<file path="config.mk">
export PLATFORM = sky130hd
export DESIGN_NAME = obt_bus_timing
export DESIGN_NICKNAME = d
export VERILOG_FILES = /design/src/obt_pkg.sv /design/src/obt_cfg_regs.sv /design/src/obt_bus_timing.sv
export SDC_FILE = /design/constraint.sdc
export NUM_CORES = 1
export LEC_CHECK = 0
export BUFFER_PORTS_ARGS = -buffer_cell sky130_fd_sc_hd__buf_2
export CAP_MARGIN = 20
export CORE_UTILIZATION = 35
export DETAILED_ROUTE_END_ITERATION = 8
export GPL_TIMING_DRIVEN = 1
export PLACE_DENSITY = 0.63
export SLEW_MARGIN = 10
export SYNTH_ARGS = -nofsm -noshare
export SYNTH_HDL_FRONTEND = slang
export SYNTH_SLANG_ARGS = --single-unit
</file>
<file path="constraint.sdc">
create_clock -name clk -period 4.38 [get_ports clk]
set_clock_uncertainty 0.15 [all_clocks]
set_input_delay 0.219 -clock clk [delete_from_list [all_inputs] [get_ports clk]]
set_output_delay 0.219 -clock clk [all_outputs]
set_load 0.01 [all_outputs]
</file>
<file path="src/obt_pkg.sv">
// Shared constants and types for the ordinary-space bus timing block.
`default_nettype none
package obt_pkg;
    localparam int          NSPACE        = 4;
    localparam int          APB_AW        = 12;
    localparam int          CFG_W         = 16;
    localparam int          DATA_W        = 16;

    // Register byte offsets on the APB side.
    localparam logic [11:0] OFF_AREA_WAIT = 12'h000;
    localparam logic [11:0] OFF_BUS_IDLE  = 12'h004;

    // Reset values and the bits of the wait register that always read one.
    localparam logic [15:0] AREA_WAIT_RST = 16'hffff;
    localparam logic [15:0] BUS_IDLE_RST  = 16'hffff;
    localparam logic [15:0] AREA_WAIT_RSV = 16'hcccc;

    // Field positions: wait field at SPACE_STRIDE*n, idle-after-read at IDLE_RD_LSB+2n,
    // continuous idle at CONT_IDLE_LSB+n, select extension at SEL_EXT_LSB+n.
    localparam int          SPACE_STRIDE  = 4;
    localparam int          IDLE_RD_LSB   = 8;
    localparam int          CONT_IDLE_LSB = 4;
    localparam int          SEL_EXT_LSB   = 0;

    localparam logic [1:0]  CNT_MAX       = 2'h3;

    typedef enum logic [2:0] {
        ST_IDLE    = 3'b000,
        ST_GAP     = 3'b001,
        ST_SETUPX  = 3'b010,
        ST_FIRST   = 3'b011,
        ST_WAIT    = 3'b100,
        ST_SECOND  = 3'b101,
        ST_HOLDX   = 3'b110
    } obt_state_e;
endpackage
`default_nettype wire

</file>
<file path="src/obt_cfg_regs.sv">
// APB register file holding the wait and bus idle configuration.
`default_nettype none
module obt_cfg_regs (
    input  wire logic                      clk,
    input  wire logic                      rstn,
    input  wire logic                      psel,
    input  wire logic                      penable,
    input  wire logic                      pwrite,
    input  wire logic [obt_pkg::APB_AW-1:0] paddr,
    input  wire logic [31:0]               pwdata,
    output logic      [31:0]               prdata,
    output logic                           pready,
    output logic                           pslverr,
    output logic      [obt_pkg::CFG_W-1:0] areaWaitCfg,
    output logic      [obt_pkg::CFG_W-1:0] busIdleCfg
);
    import obt_pkg::*;

    logic [15:0] wait_ff, nxt_wait;
    logic [15:0] idle_ff, nxt_idle;
    logic [31:0] rdata_ff, nxt_rdata;
    logic        ready_ff, nxt_ready;
    logic        err_ff, nxt_err;
    logic        hitWait, hitIdle, access;

    assign hitWait     = paddr == OFF_AREA_WAIT;
    assign hitIdle     = paddr == OFF_BUS_IDLE;
    assign access      = psel && penable;
    assign prdata      = rdata_ff;
    assign pready      = ready_ff;
    assign pslverr     = err_ff;
    assign areaWaitCfg = wait_ff;
    assign busIdleCfg  = idle_ff;

    // One wait cycle keeps read data and the answer coming straight from flip-flops.
    always_comb begin
        nxt_wait  = wait_ff;
        nxt_idle  = idle_ff;
        nxt_rdata = rdata_ff;
        nxt_ready = 1'b0;
        nxt_err   = 1'b0;
        if (access && !ready_ff) begin
            nxt_ready = 1'b1;
            nxt_err   = !(hitWait || hitIdle);
            if (hitWait) begin
                nxt_rdata = {16'h0000, wait_ff | AREA_WAIT_RSV};
            end else if (hitIdle) begin
                nxt_rdata = {16'h0000, idle_ff};
            end else begin
                nxt_rdata = 32'h00000000;
            end
        end
        if (access && ready_ff && pwrite) begin
            if (hitWait) begin
                nxt_wait = pwdata[15:0] | AREA_WAIT_RSV;
            end
            if (hitIdle) begin
                nxt_idle = pwdata[15:0];
            end
        end
    end

    always_ff @(posedge clk or negedge rstn) begin
        if (!rstn) begin
            wait_ff  <= AREA_WAIT_RST;
            idle_ff  <= BUS_IDLE_RST;
            rdata_ff <= 32'h00000000;
            ready_ff <= 1'b0;
            err_ff   <= 1'b0;
        end else begin
            wait_ff  <= nxt_wait;
            idle_ff  <= nxt_idle;
            rdata_ff <= nxt_rdata;
            ready_ff <= nxt_ready;
            err_ff   <= nxt_err;
        end
    end
endmodule
`default_nettype wire

</file>
<file path="src/obt_bus_timing.sv">
// Ordinary-space external bus sequencer with wait, extension and idle insertion.
//
// Overview of operation
// - Wait register resets to all ones.
// - Reserved wait register bits read one.
// - Wait code zero ignores wait pin.
// - Wait fields sit at fixed positions.
// - Plain cycle takes exactly two states.
// - Read captures full width, keeps needed lanes.
// - Byte write strobes follow used lanes.
// - Insert programmed zero to three waits.
// - Wait pin sampled only with software waits.
// - Wait pin sampled before last wait ends.
// - Extension adds one state each side.
// - Extension states drive select, no strobes.
// - Write data held through hold extension.
// - Idle after read before write/other space.
// - Only shortfall of idles is inserted.
// - Idle-after-read count zero to three.
// - Same-space back-to-back idles negate select.
// - Read then write uses larger count.
// - Existing idles cancel continuous idle.
// - Idle-after-read field layout and coding.
// - Continuous idle bit gives one idle.
// - Extension bit per space enables extension.
// - Idle register resets to all ones.
//
// The implementer's own choices: the placing of the registers and the APB slave port.
`default_nettype none
module obt_bus_timing #(
    parameter int ADDR_W = 20
) (
    input  wire logic                        clk,
    input  wire logic                        resetn,
    input  wire logic                        psel,
    input  wire logic                        penable,
    input  wire logic                        pwrite,
    input  wire logic [obt_pkg::APB_AW-1:0]  paddr,
    input  wire logic [31:0]                 pwdata,
    output logic      [31:0]                 prdata,
    output logic                             pready,
    output logic                             pslverr,
    input  wire logic                        reqValid,
    input  wire logic                        reqWrite,
    input  wire logic [1:0]                  reqSpace,
    input  wire logic [ADDR_W-1:0]           reqAddr,
    input  wire logic [1:0]                  reqBe,
    input  wire logic [obt_pkg::DATA_W-1:0]  reqWdata,
    output logic                             reqAck,
    output logic                             rdValid,
    output logic      [obt_pkg::DATA_W-1:0]  rdData,
    output logic      [obt_pkg::NSPACE-1:0]  areaSelectN,
    output logic                             readStrobeN,
    output logic                             writeStrobeHighN,
    output logic                             writeStrobeLowN,
    output logic      [ADDR_W-1:0]           extAddr,
    output logic      [obt_pkg::DATA_W-1:0]  dataOut,
    output logic                             dataOe,
    input  wire logic [obt_pkg::DATA_W-1:0]  dataIn,
    input  wire logic                        waitN
);
    import obt_pkg::*;

    logic [1:0]  rstPipe_ff;
    logic        rstnSync;
    logic [15:0] areaWaitCfg, busIdleCfg;

    // Per-space decoded settings.
    logic [1:0]  waitSel  [NSPACE];
    logic [1:0]  idleRd   [NSPACE];
    logic        contIdle [NSPACE];
    logic        selExt   [NSPACE];

    obt_state_e        state_ff, nxt_state;
    logic [1:0]        cnt_ff, nxt_cnt;
    logic [1:0]        gap_ff, nxt_gap;
    logic              curWrite_ff, nxt_curWrite;
    logic [1:0]        curSpace_ff, nxt_curSpace;
    logic [ADDR_W-1:0] curAddr_ff, nxt_curAddr;
    logic [1:0]        curBe_ff, nxt_curBe;
    logic [15:0]       curWdata_ff, nxt_curWdata;
    logic              prevRead_ff, nxt_prevRead;
    logic              prevValid_ff, nxt_prevValid;
    logic [1:0]        prevSpace_ff, nxt_prevSpace;
    logic              ack_ff, nxt_ack;
    logic              rdv_ff, nxt_rdv;
    logic [15:0]       rdd_ff, nxt_rdd;
    logic [3:0]        cs_ff, nxt_cs;
    logic              rd_ff, nxt_rd;
    logic              wrh_ff, nxt_wrh;
    logic              wrl_ff, nxt_wrl;
    logic              oe_ff, nxt_oe;
    logic              waitPin_ff, nxt_waitPin;

    logic              canTake, take, curExt;
    logic [1:0]        curWait, need, seen, extra;
    logic [15:0]       laneMask;
    logic              pValid, pRead;
    logic [1:0]        pSpace;

    // The reset is released through two flip-flops so that no register leaves reset on a ragged edge.
    always_ff @(posedge clk or negedge resetn) begin
        if (!resetn) begin
            rstPipe_ff <= 2'h0;
        end else begin
            rstPipe_ff <= {rstPipe_ff[0], 1'b1};
        end
    end
    assign rstnSync = rstPipe_ff[1];

    obt_cfg_regs u_regs (
        .clk         (clk),
        .rstn        (rstnSync),
        .psel        (psel),
        .penable     (penable),
        .pwrite      (pwrite),
        .paddr       (paddr),
        .pwdata      (pwdata),
        .prdata      (prdata),
        .pready      (pready),
        .pslverr     (pslverr),
        .areaWaitCfg (areaWaitCfg),
        .busIdleCfg  (busIdleCfg)
    );

    for (genvar s = 0; s < NSPACE; s++) begin : g_space
        assign waitSel[s]  = areaWaitCfg[SPACE_STRIDE*s +: 2];
        assign idleRd[s]   = busIdleCfg[IDLE_RD_LSB + 2*s +: 2];
        assign contIdle[s] = busIdleCfg[CONT_IDLE_LSB + s];
        assign selExt[s]   = busIdleCfg[SEL_EXT_LSB + s];
    end

    // Settings of the access in flight come from its own space.
    assign curWait = waitSel[curSpace_ff];
    assign curExt  = selExt[curSpace_ff];

    // A new request may be taken in idle, at the second state when the space has no extension, or at the hold extension.
    assign canTake = (state_ff == ST_IDLE) || (state_ff == ST_HOLDX) || (state_ff == ST_SECOND && !curExt);
    assign take    = canTake && reqValid && !ack_ff;
    assign seen    = (state_ff == ST_IDLE) ? ((gap_ff == CNT_MAX) ? CNT_MAX : gap_ff + 2'h1) : 2'h0;

    // Idles needed before the next access follow the previous access's space.
    always_comb begin
        pValid = prevValid_ff;
        pRead  = prevRead_ff;
        pSpace = prevSpace_ff;
        // A request taken at the second state follows the access still on the bus, not the one before it.
        if (state_ff == ST_SECOND) begin
            pValid = 1'b1;
            pRead  = !curWrite_ff;
            pSpace = curSpace_ff;
        end
        need = 2'h0;
        if (pValid) begin
            if (pRead && (reqWrite || reqSpace != pSpace)) begin
                need = idleRd[pSpace];
            end
            if (reqSpace == pSpace && contIdle[pSpace] && seen == 2'h0) begin
                if (need == 2'h0) begin
                    need = 2'h1;
                end
            end
        end
        extra = (need > seen) ? need - seen : 2'h0;
    end

    always_comb begin
        nxt_state     = state_ff;
        nxt_cnt       = cnt_ff;
        nxt_gap       = gap_ff;
        nxt_curWrite  = curWrite_ff;
        nxt_curSpace  = curSpace_ff;
        nxt_curAddr   = curAddr_ff;
        nxt_curBe     = curBe_ff;
        nxt_curWdata  = curWdata_ff;
        nxt_prevRead  = prevRead_ff;
        nxt_prevValid = prevValid_ff;
        nxt_prevSpace = prevSpace_ff;
        nxt_ack       = take;
        nxt_rdv       = 1'b0;
        nxt_rdd       = rdd_ff;
        nxt_waitPin   = waitN;
        case (state_ff)
            ST_IDLE: begin
                nxt_gap = seen;
            end
            ST_GAP: begin
                if (cnt_ff <= 2'h1) begin
                    nxt_state = selExt[curSpace_ff] ? ST_SETUPX : ST_FIRST;
                end else begin
                    nxt_cnt = cnt_ff - 2'h1;
                end
            end
            ST_SETUPX: begin
                nxt_state = ST_FIRST;
            end
            ST_FIRST: begin
                nxt_cnt = curWait;
                if (curWait == 2'h0) begin
                    nxt_state = ST_SECOND;
                end else begin
                    nxt_state = ST_WAIT;
                end
            end
            ST_WAIT: begin
                if (cnt_ff > 2'h1) begin
                    nxt_cnt = cnt_ff - 2'h1;
                end else if (waitPin_ff) begin
                    // The pin was taken one edge ahead, so the device gets a full cycle to answer.
                    nxt_state = ST_SECOND;
                end
            end
            ST_SECOND: begin
                if (!curWrite_ff) begin
                    nxt_rdv = 1'b1;
                    nxt_rdd = dataIn & laneMask;
                end
                nxt_prevValid = 1'b1;
                nxt_prevRead  = !curWrite_ff;
                nxt_prevSpace = curSpace_ff;
                if (curExt) begin
                    nxt_state = ST_HOLDX;
                end else begin
                    nxt_state = ST_IDLE;
                    nxt_gap   = 2'h0;
                end
            end
            ST_HOLDX: begin
                nxt_state = ST_IDLE;
                nxt_gap   = 2'h0;
            end
            default: begin
                nxt_state = ST_IDLE;
            end
        endcase
        if (take) begin
            nxt_curWrite = reqWrite;
            nxt_curSpace = reqSpace;
            nxt_curAddr  = reqAddr;
            nxt_curBe    = reqBe;
            nxt_curWdata = reqWdata;
            nxt_cnt      = extra;
            if (extra != 2'h0) begin
                nxt_state = ST_GAP;
            end else begin
                nxt_state = selExt[reqSpace] ? ST_SETUPX : ST_FIRST;
            end
        end
    end

    assign laneMask = {{8{curBe_ff[1]}}, {8{curBe_ff[0]}}};

    // Pins are decoded from the next state so they change with the state, not a cycle late.
    always_comb begin
        nxt_cs  = 4'hf;
        nxt_rd  = 1'b1;
        nxt_wrh = 1'b1;
        nxt_wrl = 1'b1;
        nxt_oe  = 1'b0;
        if (nxt_state != ST_IDLE && nxt_state != ST_GAP) begin
            nxt_cs = ~(4'h1 << nxt_curSpace);
        end
        if (nxt_state == ST_FIRST || nxt_state == ST_WAIT || nxt_state == ST_SECOND) begin
            nxt_rd  = nxt_curWrite;
            nxt_wrh = !(nxt_curWrite && nxt_curBe[1]);
            nxt_wrl = !(nxt_curWrite && nxt_curBe[0]);
            nxt_oe  = nxt_curWrite;
        end
        if (nxt_state == ST_HOLDX) begin
            nxt_oe = nxt_curWrite;
        end
    end

    always_ff @(posedge clk or negedge rstnSync) begin
        if (!rstnSync) begin
            state_ff     <= ST_IDLE;
            cnt_ff       <= 2'h0;
            gap_ff       <= CNT_MAX;
            curWrite_ff  <= 1'b0;
            curSpace_ff  <= 2'h0;
            curAddr_ff   <= '0;
            curBe_ff     <= 2'h0;
            curWdata_ff  <= 16'h0000;
            prevRead_ff  <= 1'b0;
            prevValid_ff <= 1'b0;
            prevSpace_ff <= 2'h0;
            ack_ff       <= 1'b0;
            rdv_ff       <= 1'b0;
            rdd_ff       <= 16'h0000;
            cs_ff        <= 4'hf;
            rd_ff        <= 1'b1;
            wrh_ff       <= 1'b1;
            wrl_ff       <= 1'b1;
            oe_ff        <= 1'b0;
            waitPin_ff   <= 1'b1;
        end else begin
            state_ff     <= nxt_state;
            cnt_ff       <= nxt_cnt;
            gap_ff       <= nxt_gap;
            curWrite_ff  <= nxt_curWrite;
            curSpace_ff  <= nxt_curSpace;
            curAddr_ff   <= nxt_curAddr;
            curBe_ff     <= nxt_curBe;
            curWdata_ff  <= nxt_curWdata;
            prevRead_ff  <= nxt_prevRead;
            prevValid_ff <= nxt_prevValid;
            prevSpace_ff <= nxt_prevSpace;
            ack_ff       <= nxt_ack;
            rdv_ff       <= nxt_rdv;
            rdd_ff       <= nxt_rdd;
            cs_ff        <= nxt_cs;
            rd_ff        <= nxt_rd;
            wrh_ff       <= nxt_wrh;
            wrl_ff       <= nxt_wrl;
            oe_ff        <= nxt_oe;
            waitPin_ff   <= nxt_waitPin;
        end
    end

    assign reqAck           = ack_ff;
    assign rdValid          = rdv_ff;
    assign rdData           = rdd_ff;
    assign areaSelectN      = cs_ff;
    assign readStrobeN      = rd_ff;
    assign writeStrobeHighN = wrh_ff;
    assign writeStrobeLowN  = wrl_ff;
    assign extAddr          = curAddr_ff;
    assign dataOut          = curWdata_ff;
    assign dataOe           = oe_ff;
endmodule
`default_nettype wire

</file>
==> metrics.md <==
| Metric | Value |
|---|---|
| Outcome | finished clean |
| Hold path start | reqWrite |
| # clock sinks | 123 |
| Crit path max-delay family | compound AO/OA/AOI/OAI gates |
| Clock power share | 28.8% |
| Largest stage delay, worst path | 450 ps |
| Clk Latency, worst-skew pair | 410 ps |
| H-tree depth | 4 |
| Startpoint types | register |
| Comb pwr share | 34.5% |
| WHS Endpoint | curWrite_ff$_DFF_PN0_ |
| Area growth from synthesis to layout | 42.7% |
| Relative slew slack | 53.8% |
| Worst R2R Setup Slack | 260 ps |
| GPL Wtd Cong | 0.874 |
| DP Cell Count | 910 |
| Final worst-path cycle share | 94.1% |
| Min-Delay Path Class | input port to register |
| Initial antenna violation count | 0 |
| Post-layout worst setup margin | 260 ps |
| Clock buffer count from CTS | 17 |
| Crit path buffers/inverters | 1 |
| Switching pwr | 0.00160 W |
| Synth Register Bits | 123 |
| Leak pwr | 4.03 nW |
| Number of global-route vias before repair | 4680 |
| Global-route wire length before repair | 22900 um |
| Post-synth EDFFs | 0 |
| Core region area | 15300 um^2 |
| CTS tree | done |
| Seq/Total Area, Yosys | 56.4% |
| Non-Filler Instances | 1018 |
| Pre-CTS setup slack | 176 ps |
| Layout Utilization | 51.6% |
| CP Data Required Time | 4560 ps |
| Worst slew pin tran | 691 ps |
| I/O pin cnt | 204 |
| Crit path time final | 4120 ps |
| # DRC | 0 |
| Hold_ws | 16.4 ps |
| R2R depth | 13 |
| Register share of total power | 36.8% |
| Top-count cell post-synth | nand2_1 |
| Final setup fails | 0 |
| Root Driver | clkbuf_16 |
| Hold depth | 3 |
| Post-synth top area share | 40.2% |
| Crit-path cells | nand4b_1, a21boi_1, mux2_2, o2111ai_1, a32oi_1, ha_1, inv_1, fa_1, and3b_1, or3_1, o221a_1, a211o_1, or3b_1 |
| Final-report hold violation count | 0 |
| GRT Util Overall | 18.1% |
| Largest net degree at the start of global routing | 90 |
| Die Area | 16300 um^2 |
| Leading post-synthesis cells by cell area | dfrtp_1, dfstp_2, nand2_1 |
| Share of layout cells above drive strength 1 | 34.8% |
| Max-cap violations | 0 |
| Post-CTS Setup Inserts | 0 |
| CTS clk-pin slew, worst paths | 50 ps |
| Internal power | 0.00304 W |
| # diodes | 0 |
| Distinct cells, synth | 59 |
| Die height | 128 um |
| YS warnings | 0 |
| Grt total ovfl | 0 |
| Asr flop ratio synth | 100% |
| Worst EP arrival | 4300 ps |
| Initial Util | 36.2% |
| Die width | 128 um |
| Detailed Route Iter0 Violations | 298 |
| Num rows | 45 |
| Slowest cell on crit path | dfrtp_1 |
| Total Routed Length | 14500 um |
| RSZ-0062 raised after global routing | no |
| Port Buffers | 171 |
| Synth area leader | dfrtp_1 |
| Fin nets | 906 |
| First drt pass iteration count | 5 |
| CP Max Fanout | 5 |
| CTS max path bufs | 2 |
| Sw frac | 34.5% |
| Syn avg cell area | 10.1 um^2 |
| Crit end category | register |
| Power per Cell Area | 587 nW/um^2 |
| Peak Freq | 0.243 GHz |
| Dpl hpwl | 9860 um |
| Reg-to-reg critical path startpoint | curSpace_ff[1]$_DFF_PN0_ |
| Vias per cell | 4.69 |
| Primary FF master, synth | dfrtp_1 |
| Drt wl/cell | 14.2 um |
| Crit Path Category | register to register |
| Worst flop-to-flop path endpoint | writeStrobeLowN$_DFF_PN1_ |
| Routed Antenna Nets | 0 |
| Peak supply drop | 0.369 mV |
| Synthesized area | 5540 um^2 |
| Post-Syn Instances | 548 |
| Setup TNS | 0 ps |
| Vias post-DR | 4772 |
| Synth cell count leaders | nand2_1, dfrtp_1, dfstp_2 |
| Pins Over Slew Limit | 0 |
-- placed cells by master (no fill, tap or decap), types with 15 or more instances in the layout --
master,count
nand2_1,172
buf_2,171
dfrtp_1,88
dlygate4sd3_1,74
dfstp_2,34
mux2_2,28
o21ai_0,24
nand3_1,20
conb_1,17
clkbuf_16,17
inv_1,15
-- final cells by class --
class                      instances  area (um^2)
multi-input combinational        377         2170
tap                              211          264
timing repair buffer             259         1720
clock inverter                     8         92.6
sequential                       123         3120
fill                            1396         7410
inverter                          16         60.1
clock buffer                      24          472
-- flip-flops by register name, summed over array words and instances (netlist names), 2 cells and up --
register / flops
rdData: 16
rstPipe_ff: 2
cnt_ff: 2
extAddr: 20
gap_ff: 2
u_regs.prdata: 16
dataOut: 16
areaSelectN: 4
curBe_ff: 2
curSpace_ff: 2
u_regs.busIdleCfg: 16
u_regs.areaWaitCfg: 8
state_ff: 3
prevSpace_ff: 2
-- stage by stage --
step	total power [W]	instance area, um^2
5_1_grt	0.00495	7900
2_1_floorplan	0.00270	5590
3_3_place_gp	0.00318	6560
4_1_cts	0.00467	7870
3_5_place_dp	0.00325	6560
6_report	0.00464	7900
-- metal layers --
metal | share of wire (%) | track usage, %
met1 | 43 | 22.1
met2 | 50 | 30.2
met3 | 4.4 | 4.72
met4 | 2.3 | 8.17
met5 | 0 | 0
-- timing repair --
action                                  in CTS  in global routing
endpoints found under the hold margin       83                  0
resized for setup                            0                  1
endpoints found under the setup margin       0                  1
hold buffers                                74                  0
-- kinds of logic (layout without fill, tap and decap cells) --
logic type | count (synthesis) | after routing | share of synthesized area, %
muxes | 42 | 42 | 9.13
DFF | 123 | 123 | 56.4
xor gates and xnor gates | 2 | 2 | 0.316
buffers and inverters | 63 | 307 | 5.51
AOI/OAI and AO/OA | 71 | 71 | 8.57
other | 2 | 17 | 0.136
adders and majority gates | 4 | 4 | 1.04
and+or+nand+nor | 241 | 241 | 18.9
-- power by group through the flow --
stage | sequential (W) | combinational (W) | clock (W)
5_1_grt | 0.00175 | 0.00178 | 0.00142
3_3_place_gp | 0.00170 | 0.00148 | 0
4_1_cts | 0.00171 | 0.00159 | 0.00137
2_1_floorplan | 0.00179 | 0.000909 | 0
3_5_place_dp | 0.00173 | 0.00153 | 0
6_report | 0.00171 | 0.00160 | 0.00133
-- worst max path at each step --
stage / start / endpoint / slack (ps) / cells past startpoint
after floorplan: state_ff[2]$_DFF_PN0_ / writeStrobeLowN$_DFF_PN1_ / 180 / 15
after global placement: curSpace_ff[1]$_DFF_PN0_ / writeStrobeLowN$_DFF_PN1_ / 260 / 13
after detailed placement: curSpace_ff[1]$_DFF_PN0_ / writeStrobeLowN$_DFF_PN1_ / 180 / 13
after CTS: curSpace_ff[1]$_DFF_PN0_ / writeStrobeLowN$_DFF_PN1_ / 130 / 13
after global routing: curSpace_ff[1]$_DFF_PN0_ / writeStrobeLowN$_DFF_PN1_ / 70 / 13
final: curSpace_ff[1]$_DFF_PN0_ / writeStrobeLowN$_DFF_PN1_ / 260 / 13
-- worst reg2reg max path, cell delays in order, from the launching register on --
cell	delay [ps]
dfrtp_1	450
nand4b_1	150
a21boi_1	360
mux2_2	400
o2111ai_1	180
a32oi_1	130
ha_1	200
inv_1	80
fa_1	450
and3b_1	220
or3_1	330
o221a_1	280
a211o_1	290
or3b_1	370
(Power assumes the default switching activity.)
